File: src/inc/zpc_consts.svh
// constants of the zero-point calibration command interpreter
`ifndef ZPC_CONSTS_SVH
`define ZPC_CONSTS_SVH
`define ZPC_CH_G 8'h47
`define ZPC_CH_U 8'h55
`define ZPC_CH_LU 8'h75
`define ZPC_CH_X 8'h58
`define ZPC_CH_P 8'h50
`define ZPC_CH_AT 8'h40
`define ZPC_CH_S 8'h53
`define ZPC_CH_LS 8'h73
`define ZPC_CH_SP 8'h20
`define ZPC_CH_CR 8'h0D
`define ZPC_CH_LF 8'h0A
`define ZPC_CH_DOT 8'h2E
`define ZPC_CH_D0 8'h30
`define ZPC_CH_D9 8'h39
`define ZPC_IDX_AZ_HI 16'h0008
`define ZPC_IDX_AZ_LO 16'h0009
`define ZPC_IDX_FA_HI 16'h000A
`define ZPC_IDX_FA_LO 16'h000B
`define ZPC_AZ_REF_RST 16'h0190
`define ZPC_FA_REF_RST 16'h0190
`define ZPC_COMP_RST 16'h2000
`define ZPC_ZERO_RST 16'h0000
`define ZPC_MULT_RST 8'h01
`define ZPC_OFF_CTRL 8'h00
`define ZPC_OFF_ZERO 8'h04
`define ZPC_OFF_REFS 8'h08
`define ZPC_OFF_AZINT 8'h0C
`define ZPC_OFF_STATUS 8'h10
`define ZPC_OFF_COMP 8'h14
`define ZPC_CTRL_SLEEP_BIT 0
`define ZPC_CTRL_MULT_LSB 8
`define ZPC_RESP_OKAY 2'h0
`define ZPC_RESP_SLVERR 2'h2
`endif

File: src/inc/zpc_pkg.sv
// types of the zero-point calibration command interpreter
`default_nettype none
package zpc_pkg;
	typedef enum logic [1:0] {
		ST_RECV = 2'b00,
		ST_EXEC = 2'b01,
		ST_SEND = 2'b10
	} zpc_state_e;
	typedef logic [15:0] zpc_word_t;
	typedef logic [19:0] zpc_bcd_t;
endpackage
`default_nettype wire

File: src/rtl/zpc_dec5.sv
// binary to five decimal digit converter
`default_nettype none
module zpc_dec5
	import zpc_pkg::*;
(
	input wire logic [15:0] value,
	output logic [19:0] digits
);
	logic [35:0] work;
	always_comb begin
		work = {20'h00000, value};
		// shift-and-add-three, one pass per input bit
		for (int i = 0; i < 16; i++) begin
			for (int d = 0; d < 5; d++) begin
				if (work[16 + 4 * d +: 4] > 4'h4) begin
					work[16 + 4 * d +: 4] = work[16 + 4 * d +: 4] + 4'h3;
				end
			end
			work = {work[34:0], 1'b0};
		end
		digits = work[35:16];
	end
endmodule
`default_nettype wire

File: src/rtl/zpc_cmd_interp.sv
// command line interpreter for zero-point, reference, interval and compensation settings
//
// Overview of operation
// - G line rezeroes in air, replies value
// - fresh-air zero uses stored air reference
// - U line zeroes at 0 ppm, replies value
// - u value forced as zero, replies value
// - concentration arguments scaled by multiplier
// - X line zeroes against given concentration
// - auto-zero reference via index 8 high, 9 low
// - air reference via 10/11; reply P index value
// - @ stores initial, regular intervals; echoes line
// - auto-zero off until nonzero intervals given
// - @ with single zero disables auto-zero
// - bare @ reports auto-zero configuration
// - S value stored as compensation, default 8192
// - S reply is stored value, five digits
// - s reports compensation without changing it
// - sleep mode ignores zero-altering commands
//
// The AXI4-Lite interface to the registers and the register offsets were left to the implementer.
`include "zpc_consts.svh"
`default_nettype none
module zpc_cmd_interp
	import zpc_pkg::*;
#(
	parameter int DEPTH = 16,
	parameter int ADDR_W = 8
) (
	input wire logic mclk,
	input wire logic srst,
	input wire logic [ADDR_W-1:0] s_axi_awaddr,
	input wire logic s_axi_awvalid,
	output logic s_axi_awready,
	input wire logic [31:0] s_axi_wdata,
	input wire logic [3:0] s_axi_wstrb,
	input wire logic s_axi_wvalid,
	output logic s_axi_wready,
	output logic [1:0] s_axi_bresp,
	output logic s_axi_bvalid,
	input wire logic s_axi_bready,
	input wire logic [ADDR_W-1:0] s_axi_araddr,
	input wire logic s_axi_arvalid,
	output logic s_axi_arready,
	output logic [31:0] s_axi_rdata,
	output logic [1:0] s_axi_rresp,
	output logic s_axi_rvalid,
	input wire logic s_axi_rready,
	input wire logic [7:0] rxData,
	input wire logic rxValid,
	output logic rxReady,
	output logic [7:0] txData,
	output logic txValid,
	input wire logic txReady,
	input wire logic [15:0] sensorSignal,
	output logic [15:0] zeroPoint,
	output logic [15:0] compFactor,
	output logic autoZeroEnable,
	output logic [15:0] initialInterval,
	output logic [15:0] regularInterval
);
	localparam int PW = $clog2(DEPTH + 2) + 1;

	zpc_state_e state_reg;
	logic [7:0] lineBuf [DEPTH];
	logic [PW-1:0] lineLen_reg;
	logic [7:0] cmd_reg;
	logic [1:0] argCount_reg;
	zpc_word_t arg0_reg;
	zpc_word_t arg1_reg;
	logic sawCr_reg;
	logic bad_reg;
	logic rxTake;
	logic lineEnd;
	logic lineDone;
	logic isDigit;

	logic [31:0] ctrl_reg;
	logic sleepMode;
	logic [7:0] mult;
	zpc_word_t zero_reg;
	zpc_word_t azRef_reg;
	zpc_word_t faRef_reg;
	zpc_word_t initInt_reg;
	zpc_word_t regInt_reg;
	logic azEn_reg;
	zpc_word_t comp_reg;

	logic act;
	logic doZero;
	zpc_word_t zero_next;
	logic doAzRef;
	logic doFaRef;
	zpc_word_t ref_next;
	logic doInt;
	zpc_word_t initInt_next;
	zpc_word_t regInt_next;
	logic doComp;
	logic [7:0] letter_next;
	logic [1:0] nf_next;
	logic echo_next;
	zpc_word_t val1_next;
	zpc_word_t val2_next;
	logic [23:0] scaledArg;
	logic [23:0] scaledFa;

	logic [7:0] letter_reg;
	logic [1:0] nf_reg;
	logic echo_reg;
	zpc_word_t val1_reg;
	zpc_word_t val2_reg;
	logic [19:0] bcd1;
	logic [19:0] bcd2;
	logic [PW-1:0] pos_reg;
	logic [PW-1:0] bodyLen;
	logic [7:0] byteOut;
	logic [7:0] txData_reg;
	logic txValid_reg;
	logic txLoad;

	logic axiWr;
	logic axiRd;
	logic [1:0] bresp_reg;
	logic bvalid_reg;
	logic [31:0] rdata_reg;
	logic [1:0] rresp_reg;
	logic rvalid_reg;

	assign sleepMode = ctrl_reg[`ZPC_CTRL_SLEEP_BIT];
	assign mult = ctrl_reg[`ZPC_CTRL_MULT_LSB +: 8];
	assign rxReady = (state_reg == ST_RECV);
	assign rxTake = rxValid && rxReady;
	assign isDigit = (rxData >= `ZPC_CH_D0) && (rxData <= `ZPC_CH_D9);
	assign lineEnd = rxTake && (rxData == `ZPC_CH_LF);
	// parser state lives until the line is refused or its reply has left
	assign lineDone = ((state_reg == ST_EXEC) && !act)
		|| ((state_reg == ST_SEND) && (pos_reg > bodyLen + PW'(1)) && (!txValid_reg || txReady));

	// line parser; a byte is stored only while the buffer has room
	always_ff @(posedge mclk) begin
		if (srst || lineDone || lineEnd) begin
			if (srst || lineDone || !sawCr_reg || bad_reg || lineLen_reg == '0) begin
				lineLen_reg <= '0;
				argCount_reg <= 2'h0;
				sawCr_reg <= 1'b0;
				bad_reg <= 1'b0;
			end
			if (srst) begin
				cmd_reg <= 8'h00;
				arg0_reg <= 16'h0000;
				arg1_reg <= 16'h0000;
			end
		end else if (rxTake) begin
			if (rxData == `ZPC_CH_CR) begin
				if (sawCr_reg) begin
					bad_reg <= 1'b1;
				end
				sawCr_reg <= 1'b1;
			end else begin
				if (sawCr_reg || lineLen_reg >= PW'(DEPTH)) begin
					bad_reg <= 1'b1;
				end else begin
					lineBuf[lineLen_reg[$clog2(DEPTH)-1:0]] <= rxData;
					lineLen_reg <= lineLen_reg + PW'(1);
				end
				if (lineLen_reg == '0) begin
					cmd_reg <= rxData;
				end else if (rxData == `ZPC_CH_SP) begin
					if (argCount_reg == 2'h2) begin
						bad_reg <= 1'b1;
					end else begin
						argCount_reg <= argCount_reg + 2'h1;
					end
					if (argCount_reg == 2'h0) begin
						arg0_reg <= 16'h0000;
					end else begin
						arg1_reg <= 16'h0000;
					end
				end else if (isDigit && argCount_reg != 2'h0) begin
					if (argCount_reg == 2'h1) begin
						arg0_reg <= 16'((arg0_reg << 3) + (arg0_reg << 1) + (rxData - `ZPC_CH_D0));
					end else begin
						arg1_reg <= 16'((arg1_reg << 3) + (arg1_reg << 1) + (rxData - `ZPC_CH_D0));
					end
				end else if (!(rxData == `ZPC_CH_DOT && cmd_reg == `ZPC_CH_AT)) begin
					// the decimal point is skipped in @ lines, so digits run on and 1.0 reads as 10
					bad_reg <= 1'b1;
				end
			end
		end
	end

	always_ff @(posedge mclk) begin
		if (srst) begin
			state_reg <= ST_RECV;
		end else begin
			case (state_reg)
				ST_RECV: begin
					// an empty line would replay the previous command letter
					if (lineEnd && sawCr_reg && !bad_reg && lineLen_reg != '0) begin
						state_reg <= ST_EXEC;
					end
				end
				ST_EXEC: begin
					state_reg <= act ? ST_SEND : ST_RECV;
				end
				ST_SEND: begin
					if (pos_reg > bodyLen + PW'(1) && (!txValid_reg || txReady)) begin
						state_reg <= ST_RECV;
					end
				end
				default: state_reg <= ST_RECV;
			endcase
		end
	end

	assign scaledArg = arg0_reg * mult;
	assign scaledFa = faRef_reg * mult;

	// command decode, evaluated in the execute cycle only
	always_comb begin
		act = 1'b0;
		doZero = 1'b0;
		zero_next = zero_reg;
		doAzRef = 1'b0;
		doFaRef = 1'b0;
		ref_next = 16'h0000;
		doInt = 1'b0;
		initInt_next = 16'h0000;
		regInt_next = 16'h0000;
		doComp = 1'b0;
		letter_next = cmd_reg;
		nf_next = 2'h1;
		echo_next = 1'b0;
		val1_next = 16'h0000;
		val2_next = 16'h0000;
		case (cmd_reg)
			`ZPC_CH_G: begin
				act = (argCount_reg == 2'h0) && !sleepMode;
				doZero = act;
				zero_next = 16'(sensorSignal + scaledFa[15:0]);
				val1_next = zero_next;
			end
			`ZPC_CH_U: begin
				act = (argCount_reg == 2'h0) && !sleepMode;
				doZero = act;
				zero_next = sensorSignal;
				val1_next = zero_next;
			end
			`ZPC_CH_LU: begin
				act = (argCount_reg == 2'h1) && !sleepMode;
				doZero = act;
				zero_next = scaledArg[15:0];
				val1_next = arg0_reg;
			end
			`ZPC_CH_X: begin
				act = (argCount_reg == 2'h1) && !sleepMode;
				doZero = act;
				zero_next = 16'(sensorSignal + scaledArg[15:0]);
				val1_next = zero_next;
			end
			`ZPC_CH_P: begin
				act = (argCount_reg == 2'h2) && !sleepMode && (arg0_reg >= `ZPC_IDX_AZ_HI)
					&& (arg0_reg <= `ZPC_IDX_FA_LO);
				doAzRef = act && (arg0_reg <= `ZPC_IDX_AZ_LO);
				doFaRef = act && (arg0_reg >= `ZPC_IDX_FA_HI);
				if (arg0_reg == `ZPC_IDX_AZ_HI) begin
					ref_next = {arg1_reg[7:0], azRef_reg[7:0]};
				end else if (arg0_reg == `ZPC_IDX_AZ_LO) begin
					ref_next = {azRef_reg[15:8], arg1_reg[7:0]};
				end else if (arg0_reg == `ZPC_IDX_FA_HI) begin
					ref_next = {arg1_reg[7:0], faRef_reg[7:0]};
				end else begin
					ref_next = {faRef_reg[15:8], arg1_reg[7:0]};
				end
				nf_next = 2'h2;
				val1_next = arg0_reg;
				val2_next = arg1_reg;
			end
			`ZPC_CH_AT: begin
				if (argCount_reg == 2'h0) begin
					act = 1'b1;
					nf_next = 2'h2;
					val1_next = initInt_reg;
					val2_next = regInt_reg;
				end else if (argCount_reg == 2'h1) begin
					act = (arg0_reg == 16'h0000) && !sleepMode;
					doInt = act;
					echo_next = 1'b1;
				end else begin
					act = !sleepMode;
					doInt = act;
					initInt_next = arg0_reg;
					regInt_next = arg1_reg;
					echo_next = 1'b1;
				end
			end
			`ZPC_CH_S: begin
				act = (argCount_reg == 2'h1);
				doComp = act;
				val1_next = arg0_reg;
			end
			`ZPC_CH_LS: begin
				act = (argCount_reg == 2'h0);
				val1_next = comp_reg;
			end
			default: act = 1'b0;
		endcase
	end

	// settings move only in the execute cycle
	always_ff @(posedge mclk) begin
		if (srst) begin
			zero_reg <= `ZPC_ZERO_RST;
			azRef_reg <= `ZPC_AZ_REF_RST;
			faRef_reg <= `ZPC_FA_REF_RST;
			initInt_reg <= 16'h0000;
			regInt_reg <= 16'h0000;
			azEn_reg <= 1'b0;
			comp_reg <= `ZPC_COMP_RST;
		end else if (state_reg == ST_EXEC) begin
			if (doZero) begin
				zero_reg <= zero_next;
			end
			if (doAzRef) begin
				azRef_reg <= ref_next;
			end
			if (doFaRef) begin
				faRef_reg <= ref_next;
			end
			if (doInt) begin
				initInt_reg <= initInt_next;
				regInt_reg <= regInt_next;
				azEn_reg <= (initInt_next != 16'h0000) || (regInt_next != 16'h0000);
			end
			if (doComp) begin
				comp_reg <= arg0_reg;
			end
		end
	end

	always_ff @(posedge mclk) begin
		if (srst) begin
			letter_reg <= 8'h00;
			nf_reg <= 2'h0;
			echo_reg <= 1'b0;
			val1_reg <= 16'h0000;
			val2_reg <= 16'h0000;
		end else if (state_reg == ST_EXEC) begin
			letter_reg <= letter_next;
			nf_reg <= nf_next;
			echo_reg <= echo_next;
			val1_reg <= val1_next;
			val2_reg <= val2_next;
		end
	end

	zpc_dec5 u_dec1 (
		.value(val1_reg),
		.digits(bcd1)
	);

	zpc_dec5 u_dec2 (
		.value(val2_reg),
		.digits(bcd2)
	);

	assign bodyLen = echo_reg ? lineLen_reg : (nf_reg == 2'h2) ? PW'(13) : PW'(7);

	// reply byte at the current position: letter, fields, then CR LF
	always_comb begin
		byteOut = `ZPC_CH_SP;
		if (pos_reg == bodyLen) begin
			byteOut = `ZPC_CH_CR;
		end else if (pos_reg == bodyLen + PW'(1)) begin
			byteOut = `ZPC_CH_LF;
		end else if (echo_reg) begin
			byteOut = lineBuf[pos_reg[$clog2(DEPTH)-1:0]];
		end else begin
			case (pos_reg)
				PW'(0): byteOut = letter_reg;
				PW'(2): byteOut = {4'h3, bcd1[19:16]};
				PW'(3): byteOut = {4'h3, bcd1[15:12]};
				PW'(4): byteOut = {4'h3, bcd1[11:8]};
				PW'(5): byteOut = {4'h3, bcd1[7:4]};
				PW'(6): byteOut = {4'h3, bcd1[3:0]};
				PW'(8): byteOut = {4'h3, bcd2[19:16]};
				PW'(9): byteOut = {4'h3, bcd2[15:12]};
				PW'(10): byteOut = {4'h3, bcd2[11:8]};
				PW'(11): byteOut = {4'h3, bcd2[7:4]};
				PW'(12): byteOut = {4'h3, bcd2[3:0]};
				default: byteOut = `ZPC_CH_SP;
			endcase
		end
	end

	assign txLoad = (state_reg == ST_SEND) && (!txValid_reg || txReady);

	always_ff @(posedge mclk) begin
		if (srst || state_reg != ST_SEND) begin
			pos_reg <= '0;
			txValid_reg <= 1'b0;
			txData_reg <= 8'h00;
		end else if (txLoad) begin
			// the line buffer stays intact until the reply has left
			if (pos_reg <= bodyLen + PW'(1)) begin
				txData_reg <= byteOut;
				txValid_reg <= 1'b1;
				pos_reg <= pos_reg + PW'(1);
			end else begin
				txValid_reg <= 1'b0;
			end
		end
	end

	assign txData = txData_reg;
	assign txValid = txValid_reg;

	// register slave; address and data are taken together in one beat
	assign axiWr = s_axi_awvalid && s_axi_wvalid && !bvalid_reg;
	assign axiRd = s_axi_arvalid && !rvalid_reg;
	assign s_axi_awready = axiWr;
	assign s_axi_wready = axiWr;
	assign s_axi_arready = axiRd;

	always_ff @(posedge mclk) begin
		if (srst) begin
			ctrl_reg <= {16'h0000, `ZPC_MULT_RST, 8'h00};
			bvalid_reg <= 1'b0;
			bresp_reg <= `ZPC_RESP_OKAY;
		end else if (axiWr) begin
			bvalid_reg <= 1'b1;
			bresp_reg <= `ZPC_RESP_OKAY;
			case (s_axi_awaddr[7:0])
				`ZPC_OFF_CTRL: begin
					if (s_axi_wstrb[0]) begin
						ctrl_reg[7:0] <= {7'h00, s_axi_wdata[0]};
					end
					if (s_axi_wstrb[1]) begin
						ctrl_reg[15:8] <= s_axi_wdata[15:8];
					end
				end
				`ZPC_OFF_ZERO, `ZPC_OFF_REFS, `ZPC_OFF_AZINT, `ZPC_OFF_STATUS,
				`ZPC_OFF_COMP: bresp_reg <= `ZPC_RESP_OKAY;
				default: bresp_reg <= `ZPC_RESP_SLVERR;
			endcase
		end else if (s_axi_bready) begin
			bvalid_reg <= 1'b0;
		end
	end

	always_ff @(posedge mclk) begin
		if (srst) begin
			rvalid_reg <= 1'b0;
			rdata_reg <= 32'h00000000;
			rresp_reg <= `ZPC_RESP_OKAY;
		end else if (axiRd) begin
			rvalid_reg <= 1'b1;
			rresp_reg <= `ZPC_RESP_OKAY;
			case (s_axi_araddr[7:0])
				`ZPC_OFF_CTRL: rdata_reg <= ctrl_reg;
				`ZPC_OFF_ZERO: rdata_reg <= {16'h0000, zero_reg};
				`ZPC_OFF_REFS: rdata_reg <= {faRef_reg, azRef_reg};
				`ZPC_OFF_AZINT: rdata_reg <= {regInt_reg, initInt_reg};
				`ZPC_OFF_STATUS: rdata_reg <= {30'h00000000, state_reg != ST_RECV, azEn_reg};
				`ZPC_OFF_COMP: rdata_reg <= {16'h0000, comp_reg};
				default: begin
					rdata_reg <= 32'h00000000;
					rresp_reg <= `ZPC_RESP_SLVERR;
				end
			endcase
		end else if (s_axi_rready) begin
			rvalid_reg <= 1'b0;
		end
	end

	assign s_axi_bvalid = bvalid_reg;
	assign s_axi_bresp = bresp_reg;
	assign s_axi_rvalid = rvalid_reg;
	assign s_axi_rdata = rdata_reg;
	assign s_axi_rresp = rresp_reg;

	assign zeroPoint = zero_reg;
	assign compFactor = comp_reg;
	assign autoZeroEnable = azEn_reg;
	assign initialInterval = initInt_reg;
	assign regularInterval = regInt_reg;
endmodule
`default_nettype wire

File: config.mk
export PLATFORM = sky130hd
export DESIGN_NAME = zpc_cmd_interp
export DESIGN_NICKNAME = d
export VERILOG_FILES = /design/src/inc/zpc_pkg.sv /design/src/rtl/zpc_dec5.sv /design/src/rtl/zpc_cmd_interp.sv
export VERILOG_INCLUDE_DIRS = /design/src /design/src/inc
export SDC_FILE = /design/constraint.sdc
export NUM_CORES = 2
export LEC_CHECK = 0
export BUFFER_PORTS_ARGS = -buffer_cell sky130_fd_sc_hd__buf_2
export CORE_MARGIN = 10
export CORE_UTILIZATION = 60
export DETAILED_ROUTE_END_ITERATION = 8
export PLACE_DENSITY = 0.78
export SKIP_CTS_REPAIR_TIMING = 1
export SLEW_MARGIN = 25
export SYNTH_ARGS = -nofsm -noshare
export SYNTH_HDL_FRONTEND = slang
export SYNTH_HIERARCHICAL = 1
export SYNTH_SLANG_ARGS = --single-unit
File: constraint.sdc
create_clock -name mclk -period 17.45 [get_ports mclk]
set_input_delay 1.745 -clock mclk [delete_from_list [all_inputs] [get_ports mclk]]
set_output_delay 1.745 -clock mclk [all_outputs]
set_load 0.02 [all_outputs]
==> summary.md <==
| Metric | Value |
|---|---|
| Clock sink count | 384 |
| Port bufs | 173 |
| TritonRoute pass-1 iters | 9 |
| Failing checks | DRC |
| Met1 Resource Use GR | 40.8% |
| CTS Buf Count | 41 |
| Die area | 72000 sq um |
| Clock Pin Slew Worst Setup and Hold Paths | 0.07 ns |
| Dpl cells | 4938 |
| Mapped Area | 37000 sq um |
| Synth area leader | edfxtp_1 |
| Fraction of registers with async set/reset | 0% |
| Post-Route Utilization | 64.9% |
| H-tree Lvls | 2 |
| Synth Area per Inst | 8.77 sq um |
| Core ar. | 60700 sq um |
| Drt initial violations | 3954 |
| # fillers | 5053 |
| Crit Path Max Fanout | 19 |
| Gr ovfl total | 0 |
| Maximum clock rate | 0.0808 GHz |
| Post-route setup slack | 5.07 ns |
| Dpl hpwl | 80.7 mm |
| Drt wl/cell | 22.0 um |
| Pin count of the biggest net entering global routing | 87 |
| Synth top area share | 14.4% |
| CP endpoint kind | flop |
| Slew headroom | 26.7% |
| Synthesized flop and latch total | 384 |
| Routed wire length | 110 mm |
| Fin. max-slew vios | 0 |
| Via density per instance | 6.66 |
| Footprint of the multi-input gates | 25200 sq um |
| Status | finished, violations left |
| Critical Path Start | val1_reg[14] |
| Sequential Area | 9470 sq um |
| Area growth, synth to finish | 6.45% |
| Part of the cycle the worst path needs | 70.9% |
| Largest delay share family, worst path | compound AO/OA/AOI/OAI gates |
| Cell variety after synth | 146 |
| Critical path arrival | 12.85 ns |
| Crit-path max cell delay | 0.78 ns |
| Setup Skew | 0.0243 ns |
| RSZ-0062 raised after global routing | false |
| Post-route cell area | 39400 sq um |
| Gpl congestion | 0.971 |
| Number of global-route vias before repair | 30900 |
| R2R setup slack | 5.07 ns |
| Capture point of the worst reg-to-reg path | txData[1] |
| CP Depth | 46 |
| # setup viols final | 0 |
| Cell Area, Placed | 38000 sq um |
| Antenna Nets Post-Route | 0 |
| GR Util All Layers | 29.9% |
| CTS tree | yes |
| R2R depth | 46 |
| Layout cells sized above 1 | 12.6% |
| Most numerous cell in the Yosys netlist | nand2_1 |
| Hold Path Class | flop to flop |
| GR Util met3 | 6.17% |
| Max reg flops | 128 |
| Pwr Density | 69.2 nW/um^2 |
| Post-synthesis cell count | 4220 |
| Filler-free cell count of the finished design | 5015 |
| Max Buffers Root-to-Sink | 3 |
| Met2 Use GR | 46.8% |
| Max Cap Viol | 0 |
| CP required | 17.93 ns |
| Part of the Yosys area used for sequential elements | 25.6% |
| Crit path to | txData[1] |
| Top Ports | 201 |
| Antenna violations before repair | 2 |
| Power, Total | 2.73 mW |
| First-pass GRT wire length | 173 mm |
| # nets final | 4634 |
| Smallest hold slack | 0.456 ns |
| Peak supply drop | 0.0000903 V |
| Most Crowded Layer GR | met2 |
| Setup_tns | 0 ns |
| Die Y | 268 um |
| Worst-Skew Late Latency | 0.60 ns |
| Yosys warns | 6 |
| Buf/Inv on CP | 5 |
| Drt drc | 8 |
| Reg2reg start | val1_reg[14] |
| Worst Tran Pin Value | 1.10 ns |
| Die span in x | 268 um |
| Clock root cell | clkbuf_16 |
| Synth Flop Type | dfxtp_1 |
| CP dominant cell by count | ha_1 |
| DR vias | 33400 |
| Largest cells by area after synthesis | edfxtp_1 (14%), dfxtp_1 (11%), fa_1 (8.7%) |
| Fin. Hold Viols | 0 |
| Pre-CTS setup slack | 5.22 ns |
| Post-synth top cells | nand2_1 (375), nor2_1 (361), inv_1 (304), a21oi_1 (220), dfxtp_1 (206) |
| Min Clock Period, post-route | 12.38 ns |
| CP max stage cell | o211ai_2 |
| Starting Density | 61.0% |
| CP Launch Type | flop |
| Pleak | 15.6 nW |
| Rows | 90 |
| Number of enable flip-flop cells after synthesis | 178 |
| Crit path kind | flop to flop |
## kinds of logic (layout without fill, tap and decap cells)
group	count (synthesis)	in the layout	share of synthesized area, %
flops	384	384	25.6
fa+ha+maj	353	353	15.2
xor+xnor	177	177	4.55
simple gates	1422	1422	19.1
buf+inv	585	596	6.50
mux	217	217	7.48
other cells	1	3	0.0101
compound gates	1081	1081	21.6
## power by group
part / total [mW] / internal, mW / switching [mW]
Clock: 0.909 / 0.516 / 0.393
Combinational: 0.735 / 0.309 / 0.426
Sequential: 1.08 / 0.992 / 0.0923
## area by class of cell
cell class	count	share of cell area, %
Multi-Input combinational cell	3252	64.0
Sequential cell	384	24.0
Clock buffer	61	3.07
Timing Repair Buffer	213	2.99
Inverter	308	2.93
Tap cell	782	2.48
Clock inverter	14	0.448
Antenna cell	1	0.00635
## metal layers
metal | routed length [um] | share of wire (%)
met3 | 11200 | 10
met5 | 13 | 0.012
met4 | 3860 | 3.5
met2 | 50000 | 45
met1 | 45400 | 41
## tightest hold or removal path, cell delays in order (launching register included)
cell,delay (ns)
dfxtp_1,0.31
nand2_1,0.05
a21oi_1,0.05
## layout by cell type (no fill, tap or decap), types with 44 or more instances in the layout
cell type,synthesis,final
a221oi_1,52,52
nand2_1,375,375
a21oi_1,220,220
inv_1,304,304
xnor2_1,122,120
a22oi_1,68,68
and2_1,158,158
mux2i_1,128,127
ha_1,188,188
dfxtp_1,206,204
fa_1,161,161
and3_1,44,44
nor3_1,103,103
a211oi_1,54,53
edfxtp_1,178,178
nor2_1,361,359
buf_2,52,172
o21ai_0,122,122
nand3_1,123,123
xor2_1,44,44
## worst min-delay path by stage
stage              startpoint              to  slack, ns  cells past startpoint
4_1_cts        s_axi_rdata[0]  s_axi_rdata[0]       0.46                      2
6_report       s_axi_rdata[0]  s_axi_rdata[0]       0.46                      2
2_1_floorplan   letter_reg[1]   letter_reg[1]       0.44                      2
5_1_grt        s_axi_rdata[1]  s_axi_rdata[1]       0.48                      2
3_3_place_gp    letter_reg[7]   letter_reg[7]       0.44                      2
3_5_place_dp   s_axi_rdata[0]  s_axi_rdata[0]       0.45                      2
(Power assumes the default switching activity.)
